--- config.mk ---
export PLATFORM = sky130hd
export DESIGN_NAME = cmic_core_ctrl
export DESIGN_NICKNAME = d
export VERILOG_FILES = /design/src/logic/cmic_pkg.sv /design/src/logic/cmic_core_ctrl.sv
export VERILOG_INCLUDE_DIRS = /design/src /design/src/logic
export SDC_FILE = /design/constraint.sdc
export NUM_CORES = 1
export LEC_CHECK = 0
export BUFFER_PORTS_ARGS = -buffer_cell sky130_fd_sc_hd__buf_2
export CAP_MARGIN = 20
export CELL_PAD_IN_SITES_DETAIL_PLACEMENT = 1
export CELL_PAD_IN_SITES_GLOBAL_PLACEMENT = 1
export CORE_AREA = 2 2 132 121
export CTS_CLUSTER_DIAMETER = 50
export DETAILED_ROUTE_END_ITERATION = 8
export DIE_AREA = 0 0 134 123
export HOLD_SLACK_MARGIN = 0.03
export PLACE_DENSITY_LB_ADDON = 0.1
export SLEW_MARGIN = 25
export SYNTH_ARGS = -nofsm -noshare
export SYNTH_HDL_FRONTEND = slang
export SYNTH_SLANG_ARGS = --single-unit
--- constraint.sdc ---
create_clock -name sys_clk -period 1.95 [get_ports sys_clk]
set_input_delay 0.0975 -clock sys_clk [delete_from_list [all_inputs] [get_ports sys_clk]]
set_output_delay 0.0975 -clock sys_clk [all_outputs]
set_load 0.005 [all_outputs]
--- src/logic/cmic_consts.svh ---
// Constants for the mode and interrupt control block
`ifndef CMIC_CONSTS_SVH
`define CMIC_CONSTS_SVH
`define CMIC_STACK_EMU_HI   8'h01
`define CMIC_INDEX_EMU_HI   8'h00
`define CMIC_BANK_CLEAR     8'h00
`define CMIC_TRAP_USER_MAX  8'h7f
`define CMIC_SP_RST         16'h01ff
`define CMIC_STAT_RST       8'h34
`define CMIC_STAT_C_BIT     0
`define CMIC_STAT_I_BIT     2
`define CMIC_STAT_D_BIT     3
`define CMIC_STAT_X_BIT     4
`define CMIC_STAT_M_BIT     5
`endif

--- src/logic/cmic_pkg.sv ---
// Types for the mode and interrupt control block
package cmic_pkg;
    typedef enum logic [2:0] {
        CMIC_OP_NONE  = 3'b000,
        CMIC_OP_CLRST = 3'b001,
        CMIC_OP_SETST = 3'b010,
        CMIC_OP_PULST = 3'b011,
        CMIC_OP_XFER  = 3'b100,
        CMIC_OP_MOVE  = 3'b101,
        CMIC_OP_SLEEP = 3'b110,
        CMIC_OP_STOP  = 3'b111
    } cmic_op_t;
    typedef enum logic [2:0] {
        CMIC_XD_NONE = 3'b000,
        CMIC_XD_ACC  = 3'b001,
        CMIC_XD_SP   = 3'b010,
        CMIC_XD_DIR  = 3'b011,
        CMIC_XD_IDX  = 3'b100
    } cmic_xdst_t;
    typedef enum logic [1:0] {
        CMIC_RUN   = 2'b00,
        CMIC_SLEEP = 2'b01,
        CMIC_HALT  = 2'b10
    } cmic_state_t;
    typedef struct packed {
        cmic_op_t   op;
        logic [7:0] arg;
        cmic_xdst_t xdst;
        logic       wide16;
        logic [31:0] xval;
    } cmic_cmd_t;
    typedef struct packed {
        logic [1:0] mode_jump;
        logic       trap;
        logic       break_op;
    } cmic_swint_t;
endpackage

--- src/logic/cmic_core_ctrl.sv ---
// Mode, bank and interrupt control of the processor core
// What this block does
// RL1 - Ready low holds data bus in transfer state, as if clock high.
// RL2 - Outside latch takes bank address, closed while clock or ready low.
// RL3 - Width-select output shows the AND of accumulator and index width flags.
// RL4 - Width-select may be invalid in fetch cycle after status-changing ops.
// RL5 - Emulation: status set/clear ops leave width flags at one.
// RL6 - Indirect jumps use direct bank; indexed-indirect ones use program bank.
// RL7 - Entering emulation sets width flags, stack high 01, index highs 00.
// RL8 - Mode change keeps low bytes of stack, indexes and accumulator.
// RL9 - Native interrupts push old program bank then clear it.
// RL10 - Emulation interrupts clear program and data banks, no push.
// RL11 - Any taken interrupt clears decimal flag, except in a cycle where mode_switch enters emulation or selects native mode, which takes priority and drops it.
// RL12 - Sleep pulls ready low; reset, NMI or IRQ wake into handler.
// RL13 - Masked IRQ wakes sleep and continues after sleep op.
// RL14 - Abort during sleep stops it and sets sleep_aborted_r; nothing returns to sleep op.
// RL15 - Stop op gates clock high; bus held, no bank multiplexed.
// RL16 - Only reset restarts after stop; clock back on reset fall.
// RL17 - Trap signatures 00-7F user, 80-FF reserved.
// RL18 - Ready low during write stalls native, ignored in emulation.
// RL19 - Block moves load data bank with destination bank byte.
// RL20 - Priority: reset, abort, NMI, IRQ.
// RL21 - Transfers carry at most 16 bits; destination width decides; stack/direct 16.
// RL22 - Legacy emulation stack transfer forces 01; stack to acc 16 bits.
// RL23 - Abort input low at most one cycle per event.
`timescale 1ns/10ps
`include "cmic_consts.svh"
module cmic_core_ctrl
    import cmic_pkg::*;
(
    input  wire logic        sys_clk,
    input  wire logic        rst_n,
    input  wire logic        ready_pin,
    input  wire logic        abort_n_pin,
    input  wire logic        nmi_n_pin,
    input  wire logic        irq_n_pin,
    input  wire logic        cpu_write,
    input  wire logic        cmd_valid,
    input  wire cmic_cmd_t   cmd,
    input  wire logic [7:0]  pulled_status,
    input  wire logic        mode_switch,
    input  wire logic        mode_emul_req,
    input  wire logic        legacy_emul,
    input  wire cmic_swint_t swint,
    output logic             ready_drive_low,
    output logic             phase_two_clock_en,
    output logic             bus_transfer_hold,
    output logic             bank_mux_en,
    output logic             width_select,
    output logic             width_valid,
    output logic             cpu_stall,
    output logic             emul_mode,
    output logic [7:0]       status_r,
    output logic [7:0]       program_bank_register,
    output logic [7:0]       data_bank_register,
    output logic [7:0]       pushed_bank,
    output logic             push_bank_stb,
    output logic [15:0]      stack_ptr,
    output logic [15:0]      index_x,
    output logic [15:0]      index_y,
    output logic [31:0]      acc_r,
    output logic [15:0]      direct_r,
    output logic [2:0]       vector_sel,
    output logic             vector_stb,
    output logic             resume_next,
    output logic             trap_reserved,
    output logic             indirect_bank_sel
);
    ////////////////////////////////////////////////////////////////////
    // Two-stage synchronisers for pins
    logic [3:0] pin_s1_r;
    logic [3:0] pin_s2_r;
    always_ff @(posedge sys_clk) begin
        if (!rst_n) begin
            pin_s1_r <= 4'hf;
            pin_s2_r <= 4'hf;
        end else begin
            pin_s1_r <= {ready_pin, abort_n_pin, nmi_n_pin, irq_n_pin};
            pin_s2_r <= pin_s1_r;
        end
    end
    wire ready_s = pin_s2_r[3];
    wire abort_s = !pin_s2_r[2];
    wire irq_s   = !pin_s2_r[0];
    logic nmi_prev_r;
    // Falling edge only: a held request must not retrigger every cycle
    wire nmi_edge = !pin_s2_r[1] && nmi_prev_r;

    ////////////////////////////////////////////////////////////////////
    // State and registers
    cmic_state_t state_r;
    cmic_state_t state_nxt;
    logic        emul_r;
    logic        sleep_aborted_r;
    logic        fetch_after_st_r;

    wire is_run   = (state_r == CMIC_RUN);
    wire is_sleep = (state_r == CMIC_SLEEP);
    wire is_halt  = (state_r == CMIC_HALT);
    wire irq_mask = status_r[`CMIC_STAT_I_BIT];
    wire hw_ev    = abort_s || nmi_edge || (irq_s && !irq_mask);
    wire sw_ev    = is_run && cmd_valid && (swint.break_op || swint.trap);
    wire take_int = (hw_ev && !is_halt) || sw_ev;         // RL11
    wire [2:0] pri_vec = abort_s  ? 3'h1 :                // RL20
                         nmi_edge ? 3'h2 :
                         (irq_s && !irq_mask) ? 3'h3 :
                         swint.break_op ? 3'h4 : 3'h5;
    wire masked_wake = is_sleep && irq_s && irq_mask;     // RL13
    wire cmd_go  = is_run && cmd_valid && !cpu_stall;
    wire to_emul = mode_switch && mode_emul_req && !emul_r;

    function automatic logic [7:0] width_flags(input logic [7:0] s, input logic emu);
        width_flags = s;
        if (emu) begin
            width_flags[`CMIC_STAT_M_BIT] = 1'b1;
            width_flags[`CMIC_STAT_X_BIT] = 1'b1;
        end
    endfunction

    always_comb begin
        state_nxt = state_r;
        unique case (state_r)
            CMIC_RUN: begin
                if (cmd_go && cmd.op == CMIC_OP_SLEEP) begin
                    state_nxt = CMIC_SLEEP;                 // RL12
                end else if (cmd_go && cmd.op == CMIC_OP_STOP) begin
                    state_nxt = CMIC_HALT;                  // RL15
                end
            end
            CMIC_SLEEP: begin
                if (take_int || masked_wake) begin
                    state_nxt = CMIC_RUN;                   // RL12
                end
            end
            CMIC_HALT: state_nxt = CMIC_HALT;               // RL16
            default:   state_nxt = CMIC_RUN;
        endcase
    end

    // Halt only ends through reset; the reset clears state at its assertion
    always_ff @(posedge sys_clk) begin
        if (!rst_n) begin
            state_r <= CMIC_RUN;                            // RL16
        end else begin
            state_r <= state_nxt;
        end
    end

    always_ff @(posedge sys_clk) begin
        if (!rst_n) begin
            emul_r                <= 1'b1;
            status_r              <= `CMIC_STAT_RST;
            program_bank_register <= `CMIC_BANK_CLEAR;
            data_bank_register    <= `CMIC_BANK_CLEAR;
            stack_ptr             <= `CMIC_SP_RST;
            index_x               <= 16'h0000;
            index_y               <= 16'h0000;
            acc_r                 <= 32'h0000_0000;
            direct_r              <= 16'h0000;
            pushed_bank           <= 8'h00;
            push_bank_stb         <= 1'b0;
            vector_sel            <= 3'h0;
            vector_stb            <= 1'b0;
            resume_next           <= 1'b0;
            sleep_aborted_r       <= 1'b0;
            fetch_after_st_r      <= 1'b0;
            nmi_prev_r            <= 1'b1;
            trap_reserved         <= 1'b0;
        end else begin
            nmi_prev_r       <= pin_s2_r[1];
            push_bank_stb    <= 1'b0;
            vector_stb       <= 1'b0;
            resume_next      <= masked_wake && !take_int;                      // RL13
            fetch_after_st_r <= cmd_go && (cmd.op == CMIC_OP_CLRST || cmd.op == CMIC_OP_SETST ||
                                           cmd.op == CMIC_OP_PULST);          // RL4
            if (is_sleep && abort_s) begin
                sleep_aborted_r <= 1'b1;                                       // RL14
            end else if (take_int && !abort_s) begin
                sleep_aborted_r <= 1'b0;
            end
            if (sw_ev && swint.trap) begin
                trap_reserved <= (cmd.arg > `CMIC_TRAP_USER_MAX);              // RL17
            end
            if (to_emul) begin
                emul_r        <= 1'b1;
                status_r      <= width_flags(status_r, 1'b1);                  // RL7
                stack_ptr     <= {`CMIC_STACK_EMU_HI, stack_ptr[7:0]};         // RL8
                index_x       <= {`CMIC_INDEX_EMU_HI, index_x[7:0]};
                index_y       <= {`CMIC_INDEX_EMU_HI, index_y[7:0]};
            end else if (mode_switch && !mode_emul_req) begin
                emul_r <= 1'b0;
            end else if (take_int) begin
                status_r[`CMIC_STAT_D_BIT] <= 1'b0;                            // RL11
                status_r[`CMIC_STAT_I_BIT] <= 1'b1;
                program_bank_register      <= `CMIC_BANK_CLEAR;                // RL9
                vector_sel                 <= pri_vec;
                vector_stb                 <= 1'b1;
                if (emul_r) begin
                    data_bank_register <= `CMIC_BANK_CLEAR;                    // RL10
                end else begin
                    pushed_bank   <= program_bank_register;                    // RL9
                    push_bank_stb <= 1'b1;
                end
            end else if (cmd_go) begin
                unique case (cmd.op)
                    CMIC_OP_CLRST: status_r <= width_flags(status_r & ~cmd.arg, emul_r); // RL5
                    CMIC_OP_SETST: status_r <= width_flags(status_r | cmd.arg, emul_r);  // RL5
                    CMIC_OP_PULST: status_r <= width_flags(pulled_status, emul_r);
                    CMIC_OP_MOVE:  data_bank_register <= cmd.arg;              // RL19
                    CMIC_OP_XFER: begin
                        unique case (cmd.xdst)
                            CMIC_XD_SP: begin
                                if (emul_r && legacy_emul) begin
                                    stack_ptr <= {`CMIC_STACK_EMU_HI, cmd.xval[7:0]}; // RL22
                                end else begin
                                    stack_ptr <= cmd.xval[15:0];               // RL21
                                end
                            end
                            CMIC_XD_DIR: direct_r <= cmd.xval[15:0];           // RL21
                            CMIC_XD_ACC: begin
                                if (cmd.wide16 || !status_r[`CMIC_STAT_M_BIT]) begin
                                    acc_r[15:0] <= cmd.xval[15:0];             // RL22
                                end else begin
                                    acc_r[7:0] <= cmd.xval[7:0];               // RL21
                                end
                            end
                            CMIC_XD_IDX: begin
                                if (status_r[`CMIC_STAT_X_BIT]) begin
                                    index_x[7:0] <= cmd.xval[7:0];             // RL21
                                end else begin
                                    index_x <= cmd.xval[15:0];
                                end
                            end
                            default: ;
                        endcase
                    end
                    default: ;
                endcase
            end
        end
    end

    ////////////////////////////////////////////////////////////////////
    // Pin-side outputs
    // Write stall is ignored in emulation so legacy timing is kept
    assign cpu_stall          = !ready_s && !(cpu_write && emul_r);        // RL18
    assign ready_drive_low    = is_sleep;                                   // RL12
    assign phase_two_clock_en = !is_halt;                                   // RL15
    assign bus_transfer_hold  = is_halt || !ready_s || is_sleep;            // RL1
    assign bank_mux_en        = !bus_transfer_hold;                         // RL15
    assign width_select       = status_r[`CMIC_STAT_M_BIT] & status_r[`CMIC_STAT_X_BIT]; // RL3
    assign width_valid        = !fetch_after_st_r;                          // RL4
    assign emul_mode          = emul_r;
    assign indirect_bank_sel  = swint.mode_jump[1];                         // RL6

    ////////////////////////////////////////////////////////////////////
    // Checks
    AST_EMU_WIDTH: assert property (@(posedge sys_clk) disable iff (!rst_n) // RL5
        emul_r |-> (status_r[`CMIC_STAT_M_BIT] && status_r[`CMIC_STAT_X_BIT]))
        else $error("Width flags low in emulation");
    AST_EMU_ENTRY: assert property (@(posedge sys_clk) disable iff (!rst_n) // RL7
        to_emul |=> (stack_ptr[15:8] == 8'h01 && index_x[15:8] == 8'h00 && index_y[15:8] == 8'h00))
        else $error("Emulation entry high bytes wrong");
    AST_LOW_KEPT: assert property (@(posedge sys_clk) disable iff (!rst_n) // RL8
        to_emul |=> (stack_ptr[7:0] == $past(stack_ptr[7:0]) && acc_r == $past(acc_r)))
        else $error("Mode change altered low bytes");
    AST_DEC_CLR: assert property (@(posedge sys_clk) disable iff (!rst_n) // RL11
        (take_int && !mode_switch) |=> !status_r[`CMIC_STAT_D_BIT] && vector_stb)
        else $error("Decimal flag not cleared on interrupt");
    AST_NAT_PUSH: assert property (@(posedge sys_clk) disable iff (!rst_n) // RL9
        (take_int && !mode_switch && !emul_r) |=>
            push_bank_stb && pushed_bank == $past(program_bank_register) && program_bank_register == 8'h00)
        else $error("Native bank push wrong");
    AST_EMU_BANKS: assert property (@(posedge sys_clk) disable iff (!rst_n) // RL10
        (take_int && !mode_switch && emul_r) |=>
            !push_bank_stb && program_bank_register == 8'h00 && data_bank_register == 8'h00)
        else $error("Emulation bank clear wrong");
    AST_HALT_STAYS: assert property (@(posedge sys_clk) disable iff (!rst_n) // RL16
        is_halt |=> is_halt && !phase_two_clock_en)
        else $error("Halt left without reset");
    AST_SLEEP_READY: assert property (@(posedge sys_clk) disable iff (!rst_n) // RL12
        (cmd_go && cmd.op == CMIC_OP_SLEEP) |=> ready_drive_low && bus_transfer_hold)
        else $error("Sleep did not pull ready low");
    AST_WRITE_STALL: assert property (@(posedge sys_clk) disable iff (!rst_n) // RL18
        (!ready_s && cpu_write) |-> (cpu_stall == !emul_r))
        else $error("Write stall mode mismatch");
    AST_MOVE_BANK: assert property (@(posedge sys_clk) disable iff (!rst_n) // RL19
        (cmd_go && cmd.op == CMIC_OP_MOVE && !take_int && !mode_switch) |=>
            data_bank_register == $past(cmd.arg))
        else $error("Block move bank not loaded");
endmodule

==> flow_metrics.tcl, run 1 <==
set metrics [dict create \
    tightestPinTransition_ns 0.773 \
    slew_violations 0 \
    wl_per_cell_um 18.8 \
    async_flop_share 0 \
    cpMaxStageDelayCell "or3b_1" \
    drive_gt1_frac 0.291 \
    postRouteAntennaNets 0 \
    drv_cap 0 \
    combPwrFrac 0.126 \
    synth_cells 587 \
    fin_skew_ns 0.00970 \
    nFillCells 1859 \
    die_y_um 123 \
    cts_buffers 9 \
    grt_pass1_vias 5018 \
    synthToLayoutAreaGrowth_pct 27.4 \
    ys_ff_latch 100 \
    synth.yosys.seq_area_share 0.395 \
    ys_types 61 \
    core.rowCount 43 \
    die_area_um2 16500 \
    drcViolationCount 0 \
    fin_crit_sh 0.951 \
    overflow 0 \
    timing.final.crit_period_ns 1.85 \
    finalSetupViolations 0 \
    slowest_delay_ns 0.48 \
    io_pins 214 \
    yosys_warnings 0 \
    dp_cells 915 \
    num_vias 5003 \
    clockPowerShare 0.455 \
    synth_top_area_share 0.395 \
    multi_input_area_um2 2650 \
    arrival_ns 2.10 \
    port_buffers 146 \
    swShare 0.254 \
    final_cells 944 \
    track_usage 0.218 \
    initial_utilization 0.335 \
    core_um2 15100 \
    start_kind "flip-flop" \
    gp_congestion 0.835 \
    place_hpwl_mm 12.8 \
    syn_area_um2 5060 \
    switching_power_w 0.00126 \
    fmax_mhz 539 \
    drtIter0Drc 244 \
    fin_hold_ws_ns 0.0487 \
    vias_per_cell 5.30 \
    status "finished clean" \
    cts.sinks 100 \
    die_w_um 134 \
    setup_slack_ns 0.0951 \
    cts_tree "built" \
    cts.path.max_buffers 2 \
    final-seq-area_um2 2000 \
    rsz0062_at_grt "false" \
    cts-root-buf "clkbuf_16" \
    h-tree-depth 3 \
    crit_chain "or3b_1 -> nor2_2 -> nand4_1 -> o211a_1" \
    synth_top_area_cell "dfxtp_1" \
    grt_max_degree 45 \
    synth-edff-count 0 \
    dp_slack_ns 0.0581 \
    syn_area_per_cell_um2 8.63 \
    finalNetCount 806 \
    drt_first_pass_iters 4 \
    end_kind "flip-flop" \
    path_class "reg2reg" \
    hold_violations 0 \
    clkTransAtPathRegs_ns 0.07 \
    leakagePower_nw 2.76 \
    synthTopCellsByArea "dfxtp_1 (40%), buf_4 (7.4%), o31ai_1 (7.1%)" \
    grt_first_pass_wirelength_mm 28.1 \
    seq_power_share 0.420 \
    internal_power_w 0.00370 \
    antenna_found_initial 1 \
    synthFlopType "dfxtp_1" \
    hold_class "in2reg" \
    powerDensity_nw_per_um2 768 \
    slew_headroom 0.484 \
    fin_tns_setup_ns 0 \
    insertion_delay_ns 0.36 \
    routed_wl_mm 17.8 \
    max-vdd-ir-drop_v 0.000428 \
    cp_max_fo 5 \
    cp.required_ns 2.20 \
]
## layer usage
| metal | routed length, um | GRT usage | up-vias |
|---|---|---|---|
| li1 | - | - | 2388 |
| met2 | 8100 | 0.350 | 164 |
| met5 | 13 | 0 | - |
| met4 | 203 | 0.0472 | 2 |
| met1 | 8320 | 0.297 | 2433 |
| met3 | 1140 | 0.0562 | 16 |
## sequential cells by signal, summed over array words and instances (netlist names)
signal              flops
push_bank_stb           1
status_r                8
nmi_prev_r              1
emul_mode               1
index_x                16
state_r                 2
direct_r               16
data_bank_register      8
trap_reserved           1
vector_sel              3
pin_s1_r                4
fetch_after_st_r        1
vector_stb              1
resume_next             1
acc_r                  16
stack_ptr              16
pin_s2_r                4
## path summary, 6_finish.rpt
| check | slack, ns | cells after the start | endpoint | from |
|---|---|---|---|---|
| setup reg to reg | 0.1 | 4 | status_r[1] | state_r[0] |
| hold / removal | 0.05 | 3 | direct_r[7] | cmd[7] |
| hold reg to reg | 0.41 | 1 | pin_s2_r[1] | pin_s1_r[1] |
| setup / recovery | 0.1 | 4 | status_r[1] | state_r[0] |
## critical path: cells and delay by family, from the launching register on
| family | cells | cell delay, ns |
|---|---|---|
| flip-flops | 1 | 0.37 |
| AND/OR/NAND/NOR | 3 | 1.06 |
| AO/OA/AOI/OAI | 1 | 0.31 |
## metrics by stage
step	power, W	utilization	cell area, um2
3_3_place_gp	0.00271	0.393	5930
6_report	0.00496	0.427	6450
3_5_place_dp	0.00272	0.393	5930
5_1_grt	0.00515	0.427	6450
4_1_cts	0.00500	0.425	6430
2_1_floorplan	0.00252	-	5240
## layout by cell type, fill, tap and decap left out, types with 10 or more instances in the layout
cell           instances
buf_4                 29
dfxtp_1              100
o31ai_1               47
a21oi_1               52
buf_2                146
inv_1                 12
nor2_1                17
nor4_1                10
o21ai_0               17
nand2_1               49
mux2i_1               20
nand4_1               45
nand2b_1              18
dlygate4sd3_1         12
o2111ai_1             10
conb_1                48
## what timing repair did
| action | in CTS | in global routing |
|---|---|---|
| hold buffers | 12 | 0 |
| gates resized for setup | 0 | 5 |
| endpoints found under the setup margin | 0 | 32 |
| buffers inserted | 0 | 0 |
| hold endpoints to repair | 12 | 0 |
## kinds of logic (layout without fill, tap and decap cells)
logic type             count (synthesis)  count (layout)  synth area share
and+or+nand+nor                      188             188             0.222
AOI/OAI and AO/OA                    165             165             0.215
buffers and inverters                111             218             0.123
DFF                                  100             100             0.395
muxes                                 22              22            0.0440
other                                  1              49          0.000740
## Yosys cell counts, types with 11 or more instances
library cell / instances
dfxtp_1: 100
a21oi_1: 52
buf_4: 50
nand2_1: 49
o31ai_1: 48
nand4_1: 45
clkbuf_1: 35
mux2i_1: 20
nand2b_1: 18
nor2_1: 17
o21ai_0: 17
inv_1: 12
nand3_1: 11
nor4_1: 11
## cell type report
type | count | share of cell area
multi-input cells | 423 | 0.411
inverters | 12 | 0.00698
well taps | 202 | 0.0392
diodes | 1 | 0.000388
clock inverters | 6 | 0.0207
flip-flops and latches | 100 | 0.310
clock buffers | 10 | 0.0370
repair buffers | 190 | 0.175
## power by group through the flow
stage / clock [W] / combinational (W) / sequential, W
global placement: 0 / 0.000579 / 0.00213
floorplan: 0 / 0.000396 / 0.00213
global route: 0.00238 / 0.000682 / 0.00208
finish: 0.00225 / 0.000624 / 0.00208
detailed placement: 0 / 0.000593 / 0.00213
CTS: 0.00231 / 0.000614 / 0.00208
(Power assumes the default switching activity.)
==> run 2: changes to the inputs <==
--- a/config.mk
+++ b/config.mk
@@ -6,14 +6,15 @@
 export SDC_FILE = /design/constraint.sdc
 export NUM_CORES = 1
 export LEC_CHECK = 0
+export ABC_AREA = 1
 export BUFFER_PORTS_ARGS = -buffer_cell sky130_fd_sc_hd__buf_2
 export CAP_MARGIN = 20
 export CELL_PAD_IN_SITES_DETAIL_PLACEMENT = 1
 export CELL_PAD_IN_SITES_GLOBAL_PLACEMENT = 1
-export CORE_AREA = 2 2 132 121
+export CORE_AREA = 4 4 131 120
 export CTS_CLUSTER_DIAMETER = 50
 export DETAILED_ROUTE_END_ITERATION = 8
-export DIE_AREA = 0 0 134 123
+export DIE_AREA = 0 0 135 124
 export HOLD_SLACK_MARGIN = 0.03
 export PLACE_DENSITY_LB_ADDON = 0.1
 export SLEW_MARGIN = 25
==> flow_metrics.tcl, run 2 <==
set metrics [dict create \
    rsz0062_at_grt "true" \
    syn_area_per_cell_um2 7.29 \
    cts.path.max_buffers 2 \
    leakagePower_nw 2.91 \
    cts.sinks 100 \
    timing.final.crit_period_ns 1.78 \
    ff2ff_setup_slack_ns 0.17 \
    h-tree-depth 3 \
    die_w_um 135 \
    cts_buffers 9 \
    nFillCells 1897 \
    overflow 0 \
    antenna_found_initial 1 \
    crit_chain "inv_1 -> nand2_1 -> nand3_1 -> nand2_2 -> nand2_4 -> nor2_2 -> nand3_2 -> o21ai_0 -> nor2_1" \
    drcViolationCount 0 \
    num_vias 4432 \
    die_area_um2 16700 \
    synth-edff-count 0 \
    reg2reg_from "pin_s2_r[1]" \
    postRouteAntennaNets 0 \
    ys_ff_latch 100 \
    core_um2 14500 \
    rr_worst_depth 9 \
    finalNetCount 856 \
    synthTopCellsByCount "nand2_1 (141), dfxtp_1 (100), nand3_1 (68)" \
    ys_types 30 \
    cts-root-buf "clkbuf_16" \
    synthFlopType "dfxtp_1" \
    grt_first_pass_wirelength_mm 22.9 \
    fmax_mhz 562 \
    hold_class "in2reg" \
    drv_cap 0 \
    max-vdd-ir-drop_v 0.000397 \
    start_kind "flip-flop" \
    min_path_cells 3 \
    cp_top_family "simple AND/OR/NAND/NOR gates" \
    path_class "reg2reg" \
    io_pins 214 \
    slowest_delay_ns 0.31 \
    syn_area_um2 4530 \
    fin_tns_setup_ns 0 \
    status "finished clean" \
    track_usage 0.174 \
    synth_most_common_cell "nand2_1" \
    place_hpwl_mm 11.6 \
    synth.yosys.seq_area_share 0.442 \
    fin_crit_sh 0.913 \
    hold_path_end "stack_ptr[5]" \
    routed_wl_mm 15.1 \
    async_flop_share 0 \
    insertion_delay_ns 0.35 \
    final_cell_mix "buf_2 (146), nand2_1 (141), dfxtp_1 (99)" \
    synthTopCellsByArea "dfxtp_1 (44%), nand2_1 (12%), buf_4 (8.3%)" \
    synth_cells 622 \
    synth_top_area_cell "dfxtp_1" \
    cpMaxStageDelayCell "dfxtp_1" \
    die_y_um 124 \
    powerDensity_nw_per_um2 832 \
    worstHoldStart "cmd[5]" \
    initial_utilization 0.314 \
    port_buffers 146 \
    synth_top_area_share 0.442 \
    final-seq-area_um2 2000 \
    tightestPinTransition_ns 0.535 \
    slew_violations 0 \
    fin_skew_ns 0.00963 \
    cp_max_fo 16 \
    hold_violations 0 \
    reg2reg_to "stack_ptr[12]" \
    arrival_ns 2.02 \
    synthToLayoutAreaGrowth_pct 28.3 \
    yosys_warnings 0 \
    layout_commonest_cell "buf_2" \
    grt_max_degree 41 \
    grt_pass1_vias 4541 \
    end_kind "flip-flop" \
    slew_headroom 0.643 \
    core.rowCount 42 \
    drtIter0Drc 183 \
    gp_congestion 0.814 \
    clkTransAtPathRegs_ns 0.07 \
    finalSetupViolations 0 \
    drive_gt1_frac 0.278 \
    wl_per_cell_um 15.2 \
    multi_input_area_um2 2040 \
    cts_tree "built" \
    drt_first_pass_iters 4 \
    crit_buf_inv 1 \
    cp.required_ns 2.19 \
    vias_per_cell 4.48 \
    fin_total_pwr_w 0.00484 \
]
[run 2: cell count changes after synthesis, sizes merged, moves of 25 or more]
cell / previous run / this run
o31ai: 48 / 1
nand3: 12 / 71
nand4: 46 / 2
clkbuf: 35 / 10
nand2: 49 / 150
nor2: 18 / 65
inv: 12 / 60
[run 2: layout make-up]
cell class                 count  share of cell area
antenna                        1            0.000430
clock buffer                  10              0.0411
clock inverter                 5              0.0185
inverter                      61              0.0402
multi-input combinational    442               0.350
sequential                   100               0.344
tap                          198              0.0426
timing repair buffer         172               0.162
[run 2: worst max path at each step]
stage	cells past startpoint	from	end	slack, ns
detailed placement	9	emul_mode	direct_r[3]	0.08
finish	9	pin_s2_r[1]	stack_ptr[12]	0.17
floorplan	11	emul_mode	direct_r[10]	0.39
CTS	9	emul_mode	direct_r[3]	0.06
global route	9	pin_s2_r[1]	stack_ptr[13]	-0.009
global placement	9	emul_mode	direct_r[4]	0.14
[run 2: timing repair]
item | 4_1_cts | 5_1_grt
setup endpoints to repair | 0 | 50
hold buffers | 6 | 0
resized for setup | 0 | 7
endpoints found under the hold margin | 6 | 0
buffers inserted | 0 | 5
[run 2: metrics by stage]
stage          instances  instance area [um2]  setup slack, ns  hold slack [ns]   util
2_1_floorplan        669                 4710            0.389            0.204      -
3_3_place_gp         961                 5330            0.144            0.195  0.369
3_5_place_dp         961                 5330           0.0752            0.195  0.369
4_1_cts              982                 5740           0.0571           0.0327  0.397
5_1_grt              989                 5820         -0.00888           0.0500  0.402
6_report             989                 5820            0.170           0.0443  0.402
[run 2: cells by family (layout without fill, tap and decap cells)]
family	Yosys count	count (layout)	synth area share
AO/OA/AOI/OAI	91	91	0.104
buffers and inverters	128	248	0.155
flip-flops	100	100	0.442
multiplexers	1	1	0.00248
other	1	49	0.000827
AND/OR/NAND/NOR	301	302	0.296
[run 2: routing by layer]
layer	share of wire	up-vias	global-route usage
li1	-	2214	-
met1	0.44	2083	0.219
met2	0.47	122	0.286
met3	0.074	13	0.0590
met4	0.016	0	0.0529
met5	0	-	0
[run 2: tightest hold or removal path, delay by kind of cell]
kind	cells	cell delay, ns
buffers and inverters	1	0.14
AND/OR/NAND/NOR	2	0.13
[run 2: power breakdown]
group	leakage [nW]	switching (W)	internal (W)
Clock	0.170	0.000804	0.00129
Sequential	0.811	0.0000325	0.00210
Combinational	1.93	0.000392	0.000219
Total	2.91	0.00123	0.00361
==> run 3: changes to the inputs <==
--- a/config.mk
+++ b/config.mk
@@ -6,15 +6,14 @@
 export SDC_FILE = /design/constraint.sdc
 export NUM_CORES = 1
 export LEC_CHECK = 0
-export ABC_AREA = 1
 export BUFFER_PORTS_ARGS = -buffer_cell sky130_fd_sc_hd__buf_2
 export CAP_MARGIN = 20
 export CELL_PAD_IN_SITES_DETAIL_PLACEMENT = 1
 export CELL_PAD_IN_SITES_GLOBAL_PLACEMENT = 1
-export CORE_AREA = 4 4 131 120
+export CORE_AREA = 4 4 134 123
 export CTS_CLUSTER_DIAMETER = 50
 export DETAILED_ROUTE_END_ITERATION = 8
-export DIE_AREA = 0 0 135 124
+export DIE_AREA = 0 0 138 127
 export HOLD_SLACK_MARGIN = 0.03
 export PLACE_DENSITY_LB_ADDON = 0.1
 export SLEW_MARGIN = 25
==> flow_metrics.tcl, run 3 (synthesis results as in run 1) <==
set metrics [dict create \
    crit_buf_inv 1 \
    fin_crit_sh 0.905 \
    drtIter0Drc 246 \
    insertion_delay_ns 0.35 \
    cp.required_ns 2.22 \
    timing.final.crit_period_ns 1.77 \
    grt_pass1_vias 5118 \
    cp_max_fo 13 \
    port_buffers 146 \
    rsz0062_at_grt "false" \
    die_w_um 138 \
    cts_tree "built" \
    hold_class "in2reg" \
    slew_violations 0 \
    arrival_ns 2.04 \
    slowest_delay_ns 0.43 \
    track_usage 0.201 \
    final_cells 947 \
    cts.path.max_buffers 2 \
    wl_per_cell_um 19.0 \
    slew_headroom 0.498 \
    drv_cap 0 \
    io_pins 214 \
    hold_violations 0 \
    drt_first_pass_iters 4 \
    status "finished clean" \
    drcViolationCount 0 \
    h-tree-depth 3 \
    fmax_mhz 566 \
    cpMaxStageDelayCell "o31a_1" \
    num_vias 5094 \
    powerDensity_nw_per_um2 693 \
    fin_tns_setup_ns 0 \
    grt_max_degree 45 \
    vias_per_cell 5.38 \
    finalNetCount 809 \
    cp_top_family "compound AO/OA/AOI/OAI gates" \
    tightestPinTransition_ns 0.752 \
    antenna_found_initial 4 \
    fin_skew_ns 0.00989 \
    nFillCells 1871 \
    initial_utilization 0.334 \
    path_class "reg2reg" \
    postRouteAntennaNets 0 \
    crit_chain "nor2b_1 -> o31a_1 -> buf_4 -> nor4_1 -> o21ai_0" \
    synthToLayoutAreaGrowth_pct 25.9 \
    drive_gt1_frac 0.289 \
    end_kind "flip-flop" \
    grt_first_pass_wirelength_mm 28.6 \
    leakagePower_nw 2.72 \
    max-vdd-ir-drop_v 0.000425 \
    cts_buffers 9 \
    start_kind "flip-flop" \
    die_area_um2 17500 \
    finalSetupViolations 0 \
    die_y_um 127 \
    layout_commonest_cell "buf_2" \
    place_hpwl_mm 13.1 \
    fin_hold_ws_ns 0.0503 \
    routed_wl_mm 18.0 \
    final_cell_mix "buf_2 (146), dfxtp_1 (100), a21oi_1 (52)" \
    cts-root-buf "clkbuf_16" \
    core.rowCount 43 \
    dp_cells 916 \
    overflow 0 \
    clkTransAtPathRegs_ns 0.07 \
    gp_congestion 0.822 \
    cts.sinks 100 \
    core_um2 15200 \
]
-- run 3: area by class of cell --
type	instances	area (um2)	area share
Inverter	12	45.0	0.00706
Clock buffer	10	239	0.0375
Antenna cell	1	2.50	0.000392
Tap cell	202	253	0.0396
Sequential cell	100	2000	0.314
Timing Repair Buffer	193	1170	0.183
Multi-Input combinational cell	423	2630	0.413
Clock inverter	6	37.5	0.00589
-- run 3: path summary, 6_finish.rpt --
kind         slack [ns]  cells after the start      endpoint   startpoint
max reg2reg        0.18                      5  stack_ptr[3]   nmi_prev_r
max                0.18                      5  stack_ptr[3]   nmi_prev_r
min                0.05                      3  direct_r[12]      cmd[12]
min reg2reg        0.41                      1   pin_s2_r[2]  pin_s1_r[2]
-- run 3: timing repair --
| action | 4_1_cts | 5_1_grt |
|---|---|---|
| buffers inserted | 0 | 1 |
| endpoints found under the setup margin | 0 | 9 |
| gates resized for setup | 0 | 1 |
| hold buffers | 13 | 0 |
| hold endpoints to repair | 13 | 0 |
-- run 3: metrics by stage --
stage	utilization	total power [W]	instance area (um2)	worst slack [ns]
after floorplan	-	0.00252	5240	0.269
after global placement	0.392	0.00271	5950	0.154
after detailed placement	0.392	0.00272	5950	0.0614
after CTS	0.419	0.00447	6360	0.136
after global routing	0.420	0.00462	6380	0.0220
final	0.420	0.00442	6380	0.185
-- run 3: per-layer routing --
metal | part of all wire | wire (um) | global-route usage
met2 | 0.46 | 8230 | 0.317
met4 | 0.0097 | 174 | 0.0482
met3 | 0.061 | 1100 | 0.0573
met5 | 0.0018 | 33 | 0
met1 | 0.47 | 8450 | 0.275
-- run 3: worst register-to-register path, stage by stage (launching register included) --
cell and delay (ns):
dfxtp_1 0.33, nor2b_1 0.36, o31a_1 0.43, buf_4 0.30, nor4_1 0.08, o21ai_0 0.19
-- run 3: power by group --
group | leakage, nW | switching, W | internal (W)
Combinational | 1.77 | 0.000411 | 0.000209
Clock | 0.142 | 0.000821 | 0.000899
Sequential | 0.809 | 0.0000140 | 0.00207
